==> config.mk <==
export PLATFORM = sky130hd
export DESIGN_NAME = shcp_top
export DESIGN_NICKNAME = d
export VERILOG_FILES = /design/src/rtl/shcp_pkg.sv /design/src/rtl/shcp_top.sv
export SDC_FILE = /design/constraint.sdc
export NUM_CORES = 1
export LEC_CHECK = 0
export ABC_CLOCK_PERIOD_IN_PS = 9700
export BUFFER_PORTS_ARGS = -buffer_cell sky130_fd_sc_hd__buf_2
export CORE_ASPECT_RATIO = 0.75
export CORE_UTILIZATION = 45
export DETAILED_ROUTE_END_ITERATION = 10
export HOLD_SLACK_MARGIN = 0.15
export SYNTH_ARGS = -nofsm -noshare
export SYNTH_HDL_FRONTEND = slang
export SYNTH_SLANG_ARGS = --single-unit
export TNS_END_PERCENT = 1
==> constraint.sdc <==
create_clock -name clock_i -period 9.7 [get_ports clock_i]
set_input_delay 0.485 -clock clock_i [delete_from_list [all_inputs] [get_ports clock_i]]
set_output_delay 0.485 -clock clock_i [all_outputs]
set_load 0.05 [all_outputs]
==> src/rtl/shcp_pkg.sv <==
package shcp_pkg;
  // Register byte offsets on the 16-bit host bus
  localparam logic [7:0]  FDIV_OFFS       = 8'hf6;
  localparam logic [7:0]  MISC_OFFS       = 8'hf8;
  localparam logic [7:0]  PLL_OFFS        = 8'hfa;
  localparam logic [7:0]  SWRST_OFFS      = 8'h2e;
  localparam int          SWRST_ALL_BIT   = 8;
  // Power mode and pin control fields
  localparam int          MISC_COMA_BIT   = 0;
  localparam int          MISC_DMA_EN_BIT = 1;
  localparam int          MISC_INT_PP_BIT = 2;
  localparam int          MISC_HIB_BIT    = 3;
  // Fractional divider fields
  localparam int          FDIV_N_LSB      = 0;
  localparam int          FDIV_M_LSB      = 8;
  // PLL fields
  localparam int          PLL_B_LSB       = 0;
  localparam int          PLL_P_LSB       = 5;
  localparam int          PLL_DIRECT_BIT  = 14;
  localparam int          PLL_BYPASS_BIT  = 15;
  // Writable bit masks; everything else is reserved and reads zero
  localparam logic [15:0] FDIV_WMASK      = 16'h0fff;
  localparam logic [15:0] MISC_WMASK      = 16'h000f;
  localparam logic [15:0] PLL_WMASK       = 16'hc07f;
  // Reset values
  localparam logic [15:0] FDIV_RST        = 16'h0001;
  localparam logic [15:0] MISC_RST        = 16'h0002;
  localparam logic [15:0] PLL_RST         = 16'hc024;
  // Fraction resolution of the divider, in sixteenths
  localparam int          FRAC_SHIFT      = 4;
  // Power modes
  typedef enum logic [2:0] {
    SHCP_RUN  = 3'b001,
    SHCP_HIB  = 3'b010,
    SHCP_COMA = 3'b100
  } shcp_mode_e;
endpackage

==> src/rtl/shcp_top.sv <==
`timescale 1ns/10ps
// Functional notes
// - Hibernate bit set turns off oscillator, PLL, buffer supply and card detect.
// - Clearing hibernate restores buffer supply, oscillator and PLL.
// - Misc bit 2 picks interrupt drive: 0 open-drain, 1 push-pull; resets 0.
// - Misc bit 1 resets 1; when 0 the DMA request output is held low.
// - Coma bit set loses all state; only software reset-all writes accepted.
// - Leaving coma restores power and performs a full device reset.
// - Hardware reset pin also brings the device out of coma.
// - PLL output equals input clock times feedback field plus one.
// - Feedback field resets to 4, multiplying by five.
// - PLL bit 15 resets 1 and bypasses PLL; PLL output equals oscillator.
// - PLL bit 14 resets 1, giving P of 1; else P from bits 6:5.
// - Post divider P alters only duty cycle, never the PLL frequency.
// - Base clock is PLL output over standard divisor times (N + M/16).
// - Waking from hibernate resets buffer FIFO pointers to empty.
// - In coma the data and interrupt pins are tri-stated, the DMA request is held low and card detection is off.
module shcp_top
  import shcp_pkg::*;
(
  input  wire logic        clock_i,
  input  wire logic        rst_n_i,
  input  wire logic        cs_n_i,
  input  wire logic        wr_n_i,
  input  wire logic        rd_n_i,
  input  wire logic [7:0]  addr_i,
  input  wire logic [15:0] wdata_i,
  input  wire logic [8:0]  std_divisor_i,
  input  wire logic        irq_req_i,
  input  wire logic        dma_req_i,
  output logic      [15:0] rdata_o,
  output logic             rdata_oe_o,
  output logic             int_n_o,
  output logic             int_oe_o,
  output logic             dma_request_line_o,
  output logic             osc_en_o,
  output logic             pll_en_o,
  output logic             buf_pwr_en_o,
  output logic             card_detect_en_o,
  output logic             core_pwr_en_o,
  output logic             fifo_ptr_rst_o,
  output logic             sw_reset_all_o,
  output logic      [5:0]  pll_mult_o,
  output logic      [2:0]  pll_post_div_o,
  output logic             base_clk_tick_o
);
  import shcp_pkg::*;

  logic [15:0] fdiv_reg, fdiv_next;
  logic [15:0] misc_reg, misc_next;
  logic [15:0] pll_reg, pll_next;
  shcp_mode_e  mode_reg, mode_next;
  logic        wr_seen_reg, wr_seen_next;
  logic [21:0] acc_reg, acc_next;
  logic [15:0] rdata_next;
  logic        rdata_oe_next, int_n_next, int_oe_next, dma_next;
  logic        osc_next, pll_en_next, buf_next, cd_next, core_next;
  logic        fifo_rst_next, swrst_next, tick_next;
  logic [5:0]  mult_next;
  logic [2:0]  post_next;
  logic        wr_take, rd_act, sra_write;
  logic [11:0] frac_div;
  logic [8:0]  std_div;
  logic [20:0] div_total;
  logic [21:0] acc_sum;

  // Bus decode: a write is taken once, on the first cycle of its strobe
  always_comb begin
    wr_take   = ~cs_n_i & ~wr_n_i & ~wr_seen_reg;
    rd_act    = ~cs_n_i & ~rd_n_i;
    sra_write = wr_take && addr_i == SWRST_OFFS && wdata_i[SWRST_ALL_BIT];
    wr_seen_next = ~cs_n_i & ~wr_n_i;
  end

  // Register file and power mode sequencing
  always_comb begin
    fdiv_next     = fdiv_reg;
    misc_next     = misc_reg;
    pll_next      = pll_reg;
    mode_next     = mode_reg;
    fifo_rst_next = 1'b0;
    swrst_next    = 1'b0;
    unique case (mode_reg)
      SHCP_COMA: begin
        // Everything else is dead; besides the hardware reset, the reset-all write is the only way back
        if (sra_write) begin
          fdiv_next     = FDIV_RST;
          misc_next     = MISC_RST;
          pll_next      = PLL_RST;
          mode_next     = SHCP_RUN;
          fifo_rst_next = 1'b1;
          swrst_next    = 1'b1;
        end
      end
      SHCP_RUN, SHCP_HIB: begin
        if (sra_write) begin
          fdiv_next     = FDIV_RST;
          misc_next     = MISC_RST;
          pll_next      = PLL_RST;
          swrst_next    = 1'b1;
          fifo_rst_next = 1'b1;
        end else if (wr_take) begin
          // Reserved bits are masked so they never store
          if (addr_i == FDIV_OFFS) begin
            fdiv_next = wdata_i & FDIV_WMASK;
          end
          if (addr_i == MISC_OFFS) begin
            misc_next = wdata_i & MISC_WMASK;
          end
          if (addr_i == PLL_OFFS) begin
            pll_next = wdata_i & PLL_WMASK;
          end
        end
        if (misc_next[MISC_COMA_BIT]) begin
          // State is lost: hold every field but the coma bit at its default while in coma
          mode_next = SHCP_COMA;
          fdiv_next = FDIV_RST;
          pll_next  = PLL_RST;
          misc_next = MISC_RST | (16'h0001 << MISC_COMA_BIT);
        end else if (misc_next[MISC_HIB_BIT]) begin
          mode_next = SHCP_HIB;
        end else begin
          mode_next = SHCP_RUN;
          // Buffer contents were lost with the supply, so restart empty
          if (mode_reg == SHCP_HIB) begin
            fifo_rst_next = 1'b1;
          end
        end
      end
    endcase
  end

  // Clock path: multiplier, post divider and fractional base-clock ticks
  always_comb begin
    if (pll_next[PLL_BYPASS_BIT]) begin
      mult_next = 6'h01;
    end else begin
      mult_next = {1'b0, pll_next[PLL_B_LSB +: 5]} + 6'h01;
    end
    // P only shapes the duty cycle; it is reported but never divides
    if (pll_next[PLL_DIRECT_BIT]) begin
      post_next = 3'h1;
    end else begin
      post_next = {1'b0, pll_next[PLL_P_LSB +: 2]};
    end
    // Divisor in sixteenths: 16N + M, read straight from the two fields
    frac_div = {fdiv_reg[FDIV_N_LSB +: 8], fdiv_reg[FDIV_M_LSB +: 4]};
    if (frac_div == 12'h000) begin
      frac_div = 12'h010; // Zero divisor would stall; treat as N = 1
    end
    std_div   = std_divisor_i == 9'h000 ? 9'h001 : std_divisor_i;
    div_total = std_div * frac_div;
    // Each clock adds the multiplier in sixteenths; a tick per divisor spent
    acc_sum   = acc_reg + 22'({mult_next, 4'h0});
    tick_next = 1'b0;
    acc_next  = acc_sum;
    if (mode_next != SHCP_RUN) begin
      acc_next = 22'h00_0000;
    end else if (acc_sum >= {1'b0, div_total}) begin
      tick_next = 1'b1;
      acc_next  = acc_sum - {1'b0, div_total};
      // Above the system clock rate the tick saturates at one per cycle
      if (acc_next >= {1'b0, div_total}) begin
        acc_next = 22'h00_0000;
      end
    end
  end

  // Pin and power outputs; read data and its enable come from the current state, the rest from next state
  always_comb begin
    osc_next    = mode_next == SHCP_RUN;
    pll_en_next = mode_next == SHCP_RUN && !pll_next[PLL_BYPASS_BIT];
    buf_next    = mode_next == SHCP_RUN;
    cd_next     = mode_next == SHCP_RUN;
    core_next   = mode_next != SHCP_COMA;
    dma_next    = misc_next[MISC_DMA_EN_BIT] && dma_req_i && mode_next != SHCP_COMA;
    if (mode_next == SHCP_COMA) begin
      int_oe_next = 1'b0;
      int_n_next  = 1'b1;
    end else if (misc_next[MISC_INT_PP_BIT]) begin
      int_oe_next = 1'b1;
      int_n_next  = ~irq_req_i;
    end else begin
      // Open drain: only pull low, the board resistor provides the high
      int_oe_next = irq_req_i;
      int_n_next  = 1'b0;
    end
    rdata_oe_next = rd_act && mode_reg != SHCP_COMA &&
                    (addr_i == FDIV_OFFS || addr_i == MISC_OFFS || addr_i == PLL_OFFS);
    rdata_next = 16'h0000;
    if (rdata_oe_next) begin
      if (addr_i == FDIV_OFFS) begin
        rdata_next = fdiv_reg;
      end
      if (addr_i == MISC_OFFS) begin
        rdata_next = misc_reg;
      end
      if (addr_i == PLL_OFFS) begin
        rdata_next = pll_reg;
      end
    end
  end

  // State registers; the hardware reset also ends coma
  always_ff @(posedge clock_i) begin
    if (!rst_n_i) begin
      fdiv_reg           <= FDIV_RST;
      misc_reg           <= MISC_RST;
      pll_reg            <= PLL_RST;
      mode_reg           <= SHCP_RUN;
      wr_seen_reg        <= 1'b0;
      acc_reg            <= 22'h00_0000;
      rdata_o            <= 16'h0000;
      rdata_oe_o         <= 1'b0;
      int_n_o            <= 1'b1;
      int_oe_o           <= 1'b0;
      dma_request_line_o <= 1'b0;
      osc_en_o           <= 1'b1;
      pll_en_o           <= 1'b0;
      buf_pwr_en_o       <= 1'b1;
      card_detect_en_o   <= 1'b1;
      core_pwr_en_o      <= 1'b1;
      fifo_ptr_rst_o     <= 1'b1;
      sw_reset_all_o     <= 1'b0;
      pll_mult_o         <= 6'h01;
      pll_post_div_o     <= 3'h1;
      base_clk_tick_o    <= 1'b0;
    end else begin
      fdiv_reg           <= fdiv_next;
      misc_reg           <= misc_next;
      pll_reg            <= pll_next;
      mode_reg           <= mode_next;
      wr_seen_reg        <= wr_seen_next;
      acc_reg            <= acc_next;
      rdata_o            <= rdata_next;
      rdata_oe_o         <= rdata_oe_next;
      int_n_o            <= int_n_next;
      int_oe_o           <= int_oe_next;
      dma_request_line_o <= dma_next;
      osc_en_o           <= osc_next;
      pll_en_o           <= pll_en_next;
      buf_pwr_en_o       <= buf_next;
      card_detect_en_o   <= cd_next;
      core_pwr_en_o      <= core_next;
      fifo_ptr_rst_o     <= fifo_rst_next;
      sw_reset_all_o     <= swrst_next;
      pll_mult_o         <= mult_next;
      pll_post_div_o     <= post_next;
      base_clk_tick_o    <= tick_next;
    end
  end

  // Checks
  AST_HIB_OFF: assert property (@(posedge clock_i) disable iff (!rst_n_i)
    mode_reg == SHCP_HIB |-> !osc_en_o && !pll_en_o && !buf_pwr_en_o && !card_detect_en_o)
    else $error("hibernate left a supply or detect enabled");
  AST_HIB_WAKE: assert property (@(posedge clock_i) disable iff (!rst_n_i)
    $past(mode_reg) == SHCP_HIB && mode_reg == SHCP_RUN |-> fifo_ptr_rst_o && osc_en_o && buf_pwr_en_o)
    else $error("hibernate wake without pointer reset or power");
  AST_INT_DRIVE: assert property (@(posedge clock_i) disable iff (!rst_n_i)
    mode_reg != SHCP_COMA && misc_reg[MISC_INT_PP_BIT] |-> int_oe_o)
    else $error("push-pull interrupt not driven");
  AST_INT_OD: assert property (@(posedge clock_i) disable iff (!rst_n_i)
    !misc_reg[MISC_INT_PP_BIT] && int_oe_o |-> !int_n_o)
    else $error("open-drain interrupt drove high");
  AST_DMA_GATE: assert property (@(posedge clock_i) disable iff (!rst_n_i)
    !misc_reg[MISC_DMA_EN_BIT] |-> !dma_request_line_o)
    else $error("dma request leaked while disabled");
  AST_COMA_REFUSE: assert property (@(posedge clock_i) disable iff (!rst_n_i)
    mode_reg == SHCP_COMA && !sra_write |=> mode_reg == SHCP_COMA && pll_reg == PLL_RST)
    else $error("coma accepted an access other than reset-all");
  AST_COMA_EXIT: assert property (@(posedge clock_i) disable iff (!rst_n_i)
    mode_reg == SHCP_COMA && sra_write |=> mode_reg == SHCP_RUN && misc_reg == MISC_RST && sw_reset_all_o)
    else $error("coma exit did not fully reset");
  AST_COMA_TRI: assert property (@(posedge clock_i) disable iff (!rst_n_i)
    mode_reg == SHCP_COMA |-> !rdata_oe_o && !int_oe_o && !dma_request_line_o && !card_detect_en_o)
    else $error("pin driven during coma");
  AST_MULT: assert property (@(posedge clock_i) disable iff (!rst_n_i)
    pll_mult_o == (pll_reg[PLL_BYPASS_BIT] ? 6'h01 : {1'b0, pll_reg[PLL_B_LSB +: 5]} + 6'h01))
    else $error("pll multiplier mismatch");
  AST_DEFAULTS: assert property (@(posedge clock_i)
    $rose(rst_n_i) |-> pll_reg == PLL_RST && misc_reg == MISC_RST && pll_mult_o == 6'h01)
    else $error("defaults wrong after reset");
  AST_RSV: assert property (@(posedge clock_i) disable iff (!rst_n_i)
    (misc_reg & ~MISC_WMASK) == 16'h0000 && (pll_reg & ~PLL_WMASK) == 16'h0000)
    else $error("reserved bit stored");
  AST_TICK_STOP: assert property (@(posedge clock_i) disable iff (!rst_n_i)
    mode_reg != SHCP_RUN |-> !base_clk_tick_o)
    else $error("base clock ticked while powered down");
  AST_RUN_POWER: assert property (@(posedge clock_i) disable iff (!rst_n_i)
    mode_reg == SHCP_RUN |-> osc_en_o && buf_pwr_en_o && card_detect_en_o)
    else $error("run mode without oscillator, buffer supply or detect");
  AST_POST_DIRECT: assert property (@(posedge clock_i) disable iff (!rst_n_i)
    pll_reg[PLL_DIRECT_BIT] |-> pll_post_div_o == 3'h1)
    else $error("direct mode did not force post divider to one");
  AST_FDIV_RSV: assert property (@(posedge clock_i) disable iff (!rst_n_i)
    (fdiv_reg & ~FDIV_WMASK) == 16'h0000)
    else $error("reserved divider bit stored");
endmodule // shcp_top

---- Word-level counts from Yosys, hierarchy flattened ----
Cells that the tools add are included.
cells by class
  add/sub/neg operators ................... 3
  multiply operators ...................... 1
  div/mod/pow operators ................... 0
  order comparisons ....................... 2
  equal/unequal tests ..................... 17
  shift-type cells ........................ 0
  mux-type cells .......................... 40
  bitwise operators ....................... 9
  reduce and logical (&&, ||, !) cells .... 21
operators by type and width
  kind                   count
  $mux W16               19
  $pmux W16 S2           3
  $ge A22 B21 Y1         2
  $mux W22               2
  $eq A8 B8 Y1 const B   3
  $add A22 B10 Y22       1
  $sub A22 B21 Y22       1
  $mul A9 B12 Y21        1
  $ne A4 B4 Y1 const B   4
  $logic_not A12 Y1      1
  $mux W12               1
  $logic_not A9 Y1       1
  $mux W9                1
  $reduce_and A3 Y1      3
  $eq A8 B6 Y1 const B   1
  $mux W1                8
  $reduce_or A2 Y1       4
  $logic_and A1 B1 Y1    7
  $add A5 B1 Y6 const B  1
  $eq A3 B1 Y1 const B   2
  $eq A3 B3 Y1 const B   2
  $mux W3                2
  $mux W6                1
  $ne A3 B3 Y1 const B   2
  other kinds (12)       20
storage, ports and cells
  bits in registers ....................... 109
  bits in latches ......................... 0
  bits in writable memories ............... 0
  memory bits (read-only) ................. 0
  bits of input ports ..................... 40
  output and inout bits ................... 37
  logic and storage cells ................. 116
  memories ................................ 0

---- Longest topological paths before layout ----
Gate-level depths: netlist (run 1).
  depth after elaboration ................. 16
  mapped depth ............................ 42
  mapped depth without buffers ............ 40

---- Worst setup path before layout (run 1) ----
Ideal clock, no wire load.
  path kind ............................... input-to-reg
  start point ............................. in std_divisor_i[2]
  end point ............................... reg acc_reg[4]
  setup time .............................. 0.083 ns
  arrival time ............................ 8.739 ns
  required time ........................... 9.617 ns
  setup slack ............................. 0.878 ns
  stages .................................. 36
  buffers on the path ..................... 2
  cells stage by stage .................... nor4_1 > a21o_1 > clkbuf_1 > and2_1 > fa_1 > fa_1 > fa_1 > fa_1 > ha_1 > and3_4 > a2111oi_4 > nor2_1 > o21ai_0 > nand2b_1 > xnor2_1 > ha_1 > and2_1 > a22o_1 > a311oi_1 > a311oi_2 > a31o_2 > a31o_2 > xnor2_1 > inv_1 > ha_1 > a21o_1 > a21oi_1 > nand2_1 > a21oi_1 > clkinv_1 > or4_1 > o22a_1 > o41ai_4 > o2111ai_2 > buf_6 > o31ai_4
on the way
  word-level cells in the longest chain between the ends .. 7
  elaborated cells between the ends (all ways) .. 8
  those cells by class .................... 1 x add/sub; 1 x mul; 2 x order compare; 3 x mux; 1 x reduce/logical
RTL lines
  item                    RTL line         text
  start: declaration      shcp_top.sv:28   input wire logic [8:0] std_divisor_i,
  $logic_not A9 Y1        shcp_top.sv:151  std_div = std_divisor_i == 9'h000 ? 9'h001 : std_divisor_i;
  $mux W9 *               shcp_top.sv:151
  $mul A9 B12 Y21 *       shcp_top.sv:152  div_total = std_div * frac_div;
  $sub A22 B21 Y22        shcp_top.sv:161  acc_next = acc_sum - {1'b0, div_total};
  $ge A22 B21 Y1          shcp_top.sv:163  if (acc_next >= {1'b0, div_total}) begin
  $mux W22                shcp_top.sv:163
  $mux W22 *              shcp_top.sv:159  end else if (acc_sum >= {1'b0, div_total}) begin
  end signal: assignment  shcp_top.sv:234  acc_reg <= acc_next;
  end: declaration        shcp_top.sv:54   logic [21:0] acc_reg, acc_next;
Mark *: on every way between the ends. The rest lies on a longest branch, timed or not.
A chain may end at the register's enable or synchronous reset.

---- Worst setup path in the final report (run 1) ----
  start point ............................. reg fdiv_reg[5]
  end point ............................... reg acc_reg[16]
on the way
  word-level cells in the longest chain between the ends .. 7
  elaborated cells between the ends (all ways) .. 8
  those cells by class .................... 1 x add/sub; 1 x mul; 2 x order compare; 3 x mux; 1 x reduce/logical
RTL lines
  item                      RTL line         text
  start: declaration        shcp_top.sv:49   logic [15:0] fdiv_reg, fdiv_next;
  start signal: assignment  shcp_top.sv:229  fdiv_reg <= fdiv_next;
  $logic_not A12 Y1         shcp_top.sv:148  if (frac_div == 12'h000) begin
  $mux W12 *                shcp_top.sv:148
  $mul A9 B12 Y21 *         shcp_top.sv:152
  $sub A22 B21 Y22          shcp_top.sv:161
  $ge A22 B21 Y1            shcp_top.sv:163
  $mux W22                  shcp_top.sv:163
  $mux W22 *                shcp_top.sv:159
Marks and branches as above.

==> run_results.csv, run 1 <==
group,metric,value,unit
routing,post_drt_wl_per_cell,16.1,um
floorplan,die_x,163,um
clocking,cts_htree_levels,3,
setup_path,start_kind,"flip-flop",
synth,synthTopCellsByArea,"dfxtp_1 19%, fa_1 17%, ha_1 12%",
status,status,"completed",
synth,syn-cell-area,0.00870,mm^2
final_layout,syn2layout_area_growth,11.5,%
routing,route.detailed.drc,0,
final_layout,n_fill_cell,1806,
synth,post-synth-top-area-cell,"dfxtp_1",
global_route,grt_pass1_vias,6265,
setup_path,cp_common_cell,"ha_1",
place,gp_congestion,0.906,
setup_path,r2r_cells,39,
clocking,cts_num_sinks,83,
sta,maxSlewViolCount,0,
sta,fin_setup_tns,0,ns
setup_path,path_class,"reg -> reg",
routing,via_per_inst,5.40,
setup_path,reg2reg_to,"acc_reg[16]",
final_layout,largest_register_ffs,22,
final_layout,multi_input_area,0.00652,mm^2
synth,yosysTopAreaCellShare,0.191,
setup_path,r2r_start,"fdiv_reg[5]",
floorplan,initial_core_util,0.465,
sta,slew-limit-headroom,0.212,
final_layout,fin_area,0.00970,mm^2
hold_path,whs_endpoint,"wr_seen_reg",
place,dp_hpwl,17400,um
power_and_ir_drop,powerDensity,177,mW/mm^2
routing,vias,7143,
clocking,cts_tree,"built",
setup_path,critPathTopFamily,"compound AO/OA/AOI/OAI gates",
final_layout,seq_area,0.00166,mm^2
power_and_ir_drop,p_total,1.71,mW
global_route,grtUsageTotal,0.221,
synth,async_flop_share,0,
clocking,cts-hold-fix-buffers,0,
clocking,cts.clk_slew.worst_paths,0.07,ns
synth,yosysSeqAreaShare,0.191,
synth,synth_edf_count,0,
sta,worst_slew_pin_slew,1.18,ns
hold_path,hp-class,"in -> reg",
global_route,grt_max_degree,29,
clocking,numCtsBuffers,9,
power_and_ir_drop,ir_drop,0.0994,mV
hold_path,hold_path.startpoint,"wr_n_i",
setup_path,max_stage_delay,0.49,ns
place,io_buffers,71,
routing,drt_pass1_iterations,6,
global_route,antenna_found_initial,0,
setup_path,critPathBufInv,6,
floorplan,fp.dieH,122,um
setup_path,cp.required,9.94,ns
final_layout,drive_gt1_frac,0.138,
synth,syn-mean-instance-area,8.72,um^2
global_route,grt_overflow,0,
sta,hold_viol_final,0,
final_layout,utilization,0.518,
final_layout,nets,1271,
sta,fin_crit_sh,0.948,
clocking,clock_latency,0.35,ns
floorplan,fp-row-count,43,
setup_path,cp-end-kind,"flip-flop",
final_layout,n_antenna_cell,0,
clocking,clockRootBuffer,"clkbuf_16",
sta,period_minus_slack,9.20,ns
power_and_ir_drop,p_leak,4.59,nW
clocking,cts_buffer_depth,2,
sta,rsz0062_at_grt,"no",
routing,ant_nets,0,
synth,synthCells,998,
routing,wl,21300,um
global_route,grt_pass1_wl,34000,um
setup_path,rrSetupSlack,0.50,ns
synth,synthFlopType,"dfxtp_1",
floorplan,pin_count,77,
setup_path,cp_data_arrival_time,9.44,ns
hold_path,whs_path_depth,2,
setup_path,cp_slowest_cell,"fa_1",
routing,drt_iter0_drc,446,
sta,finalSetupViolations,0,
synth,yosysMostFrequentCell,"nand2_1",
place,postPlaceCellArea,0.00941,mm^2
sta,setup_slack,0.503,ns
floorplan,coreArea,0.0187,mm^2
place,preCtsSetupSlack,0.143,ns
synth,yosysUniqueCellTypes,84,
setup_path,critPathMaxFanout,9,
setup_path,path_depth,39,
job,maxCapViolCount,0,
floorplan,die_area,0.0199,mm^2
sta,fmax,0.109,GHz
sta,finClkSkew,0.0170,ns
synth,yosys-top-cells-count,"101 x nand2_1, 92 x inv_1, 88 x and2_1",
synth,ys_seq_elements,83,
synth,ys_warn_count,0,
[stage by stage]
step           hold slack [ns]  instances
3_3_place_gp             0.445       1308
4_1_cts                  0.305       1324
2_1_floorplan            0.430       1001
6_report                 0.318       1324
3_5_place_dp             0.449       1308
5_1_grt                  0.324       1324
[power breakdown]
group | internal (mW) | switching [mW] | leakage, nW | total [mW]
logic | 0.434 | 0.560 | 3.77 | 0.993
registers | 0.367 | 0.0176 | 0.672 | 0.385
clock network | 0.178 | 0.158 | 0.139 | 0.336
[metal layers]
metal	vias up	part of all wire	track usage	wire length [um]
met2	196	0.37	0.284	7970
li1	3562	-	-	-
met4	0	0.0051	0.0368	109
met3	10	0.069	0.0466	1480
met1	3375	0.55	0.365	11800
met5	-	0	0	0
[worst max path at each step]
stage / start / to / slack (ns)
2_1_floorplan: std_divisor_i[2] / acc_reg[4] / 0.88
3_5_place_dp: std_divisor_i[1] / acc_reg[16] / 0.14
4_1_cts: std_divisor_i[1] / acc_reg[16] / 0.49
3_3_place_gp: std_divisor_i[7] / acc_reg[16] / 0.26
6_report: fdiv_reg[5] / acc_reg[16] / 0.50
5_1_grt: std_divisor_i[7] / acc_reg[8] / 0.02
[final cells by class]
class / count / area share
clock buffers: 9 / 0.0232
clock inverters: 7 / 0.00606
inverters: 93 / 0.0360
multi-input cells: 785 / 0.672
flip-flops and latches: 83 / 0.171
well taps: 247 / 0.0319
repair buffers: 100 / 0.0591
[cells by family after synthesis]
group,after synthesis,share of synthesized area
flops,83,0.191
buf+inv,133,0.0616
xor+xnor,47,0.0511
compound gates,201,0.173
fa+ha+maj,159,0.292
other cells,1,0.000431
simple gates,371,0.227
mux,3,0.00388
[cell usage in the layout (no fill, tap or decap), drive strengths merged, types with 5 or more instances in the layout]
cell type	n
nor2	54
o22ai	8
o21a	14
and3	12
a21oi	43
buf	100
a211o	7
nor3	11
fa	73
and2	88
a22oi	6
nor3b	5
clkbuf	9
nand4	11
xor2	14
o31ai	8
nand2	102
a21boi	13
nor2b	11
nor4	8
inv	96
nand2b	18
a21o	14
o21ai	39
xnor2	32
dfxtp	83
a22o	5
nand3	24
ha	86
[what timing repair did]
| action | in CTS | in global routing |
|---|---|---|
| setup buffers | 0 | 0 |
| setup endpoints to repair | 0 | 20 |
| resized for setup | 0 | 2 |
Note: power is estimated with default switching activity, not from simulation.
==> run 2: changes to the inputs <==
--- a/config.mk
+++ b/config.mk
@@ -6,11 +6,13 @@
 export NUM_CORES = 1
 export LEC_CHECK = 0
 export ABC_CLOCK_PERIOD_IN_PS = 9700
-export BUFFER_PORTS_ARGS = -buffer_cell sky130_fd_sc_hd__buf_2
+export CAP_MARGIN = 20
 export CORE_ASPECT_RATIO = 0.75
 export CORE_UTILIZATION = 45
 export DETAILED_ROUTE_END_ITERATION = 10
+export DONT_BUFFER_PORTS = 1
 export HOLD_SLACK_MARGIN = 0.15
+export REMOVE_ABC_BUFFERS = 1
 export SYNTH_ARGS = -nofsm -noshare
 export SYNTH_HDL_FRONTEND = slang
 export SYNTH_SLANG_ARGS = --single-unit
==> run 2 against run 1 <==
  * Global-route usage is 0.67 points higher
  * Non-clock buffer count is 73 lower
  * Clock skew is 0.0049 ns lower
  * Flip-flop and latch count did not move
  * Largest cell class unchanged
==> run_results.csv, run 2 (synthesis gave the netlist of run 1 again) <==
group,metric,value,unit
final_layout,nets,1198,
clocking,cts_htree_levels,3,
clocking,clock_latency,0.35,ns
status,status,"completed",
place,io_buffers,0,
place,gp_congestion,0.901,
floorplan,pin_count,77,
global_route,grt_pass1_vias,6476,
global_route,busiest_layer,"met1",
setup_path,cp_common_cell,"ha_1",
routing,vias,6994,
routing,route.detailed.drc,0,
clocking,cts.clk_slew.worst_paths,0.07,ns
setup_path,cp.required,9.98,ns
hold_path,hp-class,"in -> reg",
sta,fmax,0.110,GHz
power_and_ir_drop,powerDensity,179,mW/mm^2
setup_path,cp_slowest_cell,"fa_1",
clocking,numCtsBuffers,9,
setup_path,max_stage_delay,0.49,ns
global_route,grtUsageTotal,0.228,
final_layout,layout_commonest_cell,"nand2_1",
sta,fin_setup_tns,0,ns
final_layout,largest_register_ffs,22,
sta,maxSlewViolCount,0,
final_layout,drive_gt1_frac,0.0767,
final_layout,n_fill_cell,1818,
power_and_ir_drop,p_leak,4.27,nW
routing,drt_iter0_drc,528,
routing,via_per_inst,5.59,
setup_path,cp-end-kind,"flip-flop",
place,dp_hpwl,17600,um
global_route,grt_overflow,0,
clocking,cts_buffer_depth,2,
floorplan,initial_core_util,0.465,
setup_path,start_kind,"flip-flop",
sta,period_minus_slack,9.09,ns
clocking,clockRootBuffer,"clkbuf_16",
global_route,grt_util_met2,0.296,
floorplan,fp-row-count,43,
routing,drt_pass1_iterations,5,
clocking,cts_tree,"built",
setup_path,critPathMaxFanout,20,
job,maxCapViolCount,0,
clocking,cts_num_sinks,83,
global_route,grt_pass1_wl,35000,um
sta,slew-limit-headroom,0.303,
sta,whs,0.206,ns
floorplan,coreArea,0.0187,mm^2
power_and_ir_drop,ir_drop,0.243,mV
sta,hold_viol_final,0,
global_route,grt_max_degree,29,
place,postPlaceCellArea,0.00904,mm^2
routing,ant_nets,0,
setup_path,path_class,"reg -> reg",
final_layout,fin_area,0.00936,mm^2
routing,wl,21800,um
sta,fin_crit_sh,0.937,
floorplan,die_area,0.0199,mm^2
sta,finClkSkew,0.0121,ns
global_route,grtUsageMet1,0.362,
final_layout,syn2layout_area_growth,7.54,%
final_layout,final_cell_mix,"101 x nand2_1, 92 x inv_1, 88 x and2_1",
floorplan,die_x,163,um
sta,worst_slew_pin_slew,1.04,ns
routing,post_drt_wl_per_cell,17.4,um
floorplan,fp.dieH,122,um
global_route,antenna_found_initial,0,
sta,finalSetupViolations,0,
global_route,grt_use_met3,0.0591,
setup_path,cp_data_arrival_time,9.36,ns
run 2: changes by cell type in the layout (fill, tap and decap cells not counted), sizes merged:
| cell | change |
|---|---|
| clkinvlp | +2 |
| diode | +1 |
| clkbuf | +1 |
| buf | -73 |
| inv | -1 |
| clkinv | -2 |
run 2: layer usage:
| layer | up-vias | part of all wire |
|---|---|---|
| met2 | 195 | 0.38 |
| met3 | 14 | 0.077 |
| met4 | 0 | 0.011 |
| li1 | 3423 | - |
| met5 | - | 0 |
| met1 | 3362 | 0.53 |
run 2: repair_timing:
item                                    CTS  global route
hold buffers                              0             0
gates resized for setup                   0             4
setup buffers                             0             1
endpoints found under the setup margin    0            21
run 2: path summary, 6_finish.rpt:
check	cells after the start	endpoint	from	slack, ns
min	1	wr_seen_reg	wr_n_i	0.21
max reg2reg	39	acc_reg[8]	fdiv_reg[11]	0.61
min reg2reg	2	acc_reg[3]	acc_reg[3]	0.46
max	39	acc_reg[8]	fdiv_reg[11]	0.61
run 2: worst max-delay path, delay by kind of cell (launching register included):
kind | cells | cell delay [ns]
compound gates | 17 | 3.43
fa+ha+maj | 8 | 2.76
simple gates | 8 | 1.71
buf+inv | 4 | 0.41
xor+xnor | 2 | 0.35
flops | 1 | 0.32
run 2: power breakdown:
group	switching, mW	leakage [nW]	internal [mW]
combinational	0.518	3.47	0.419
sequential	0.0273	0.672	0.367
clock	0.165	0.126	0.177
run 2: final cells by class:
cell class	instances	area [um^2]	share of cell area
inverter	93	349	0.0373
timing repair buffer	27	215	0.0230
clock buffer	10	229	0.0245
clock inverter	6	48.8	0.00522
multi-input combinational	785	6540	0.699
sequential	83	1660	0.178
antenna	1	2.50	0.000267
tap	247	309	0.0330
run 2: metrics by stage:
step                std cells  utilization  setup WS [ns]  power, mW
CTS                      1250        0.498          0.381       1.68
finish                   1252        0.500          0.613       1.67
global placement         1234        0.483          0.474       1.32
detailed placement       1234        0.483          0.351       1.33
global route             1251        0.500       -0.00434       1.80
floorplan                 961            -          0.684       1.10
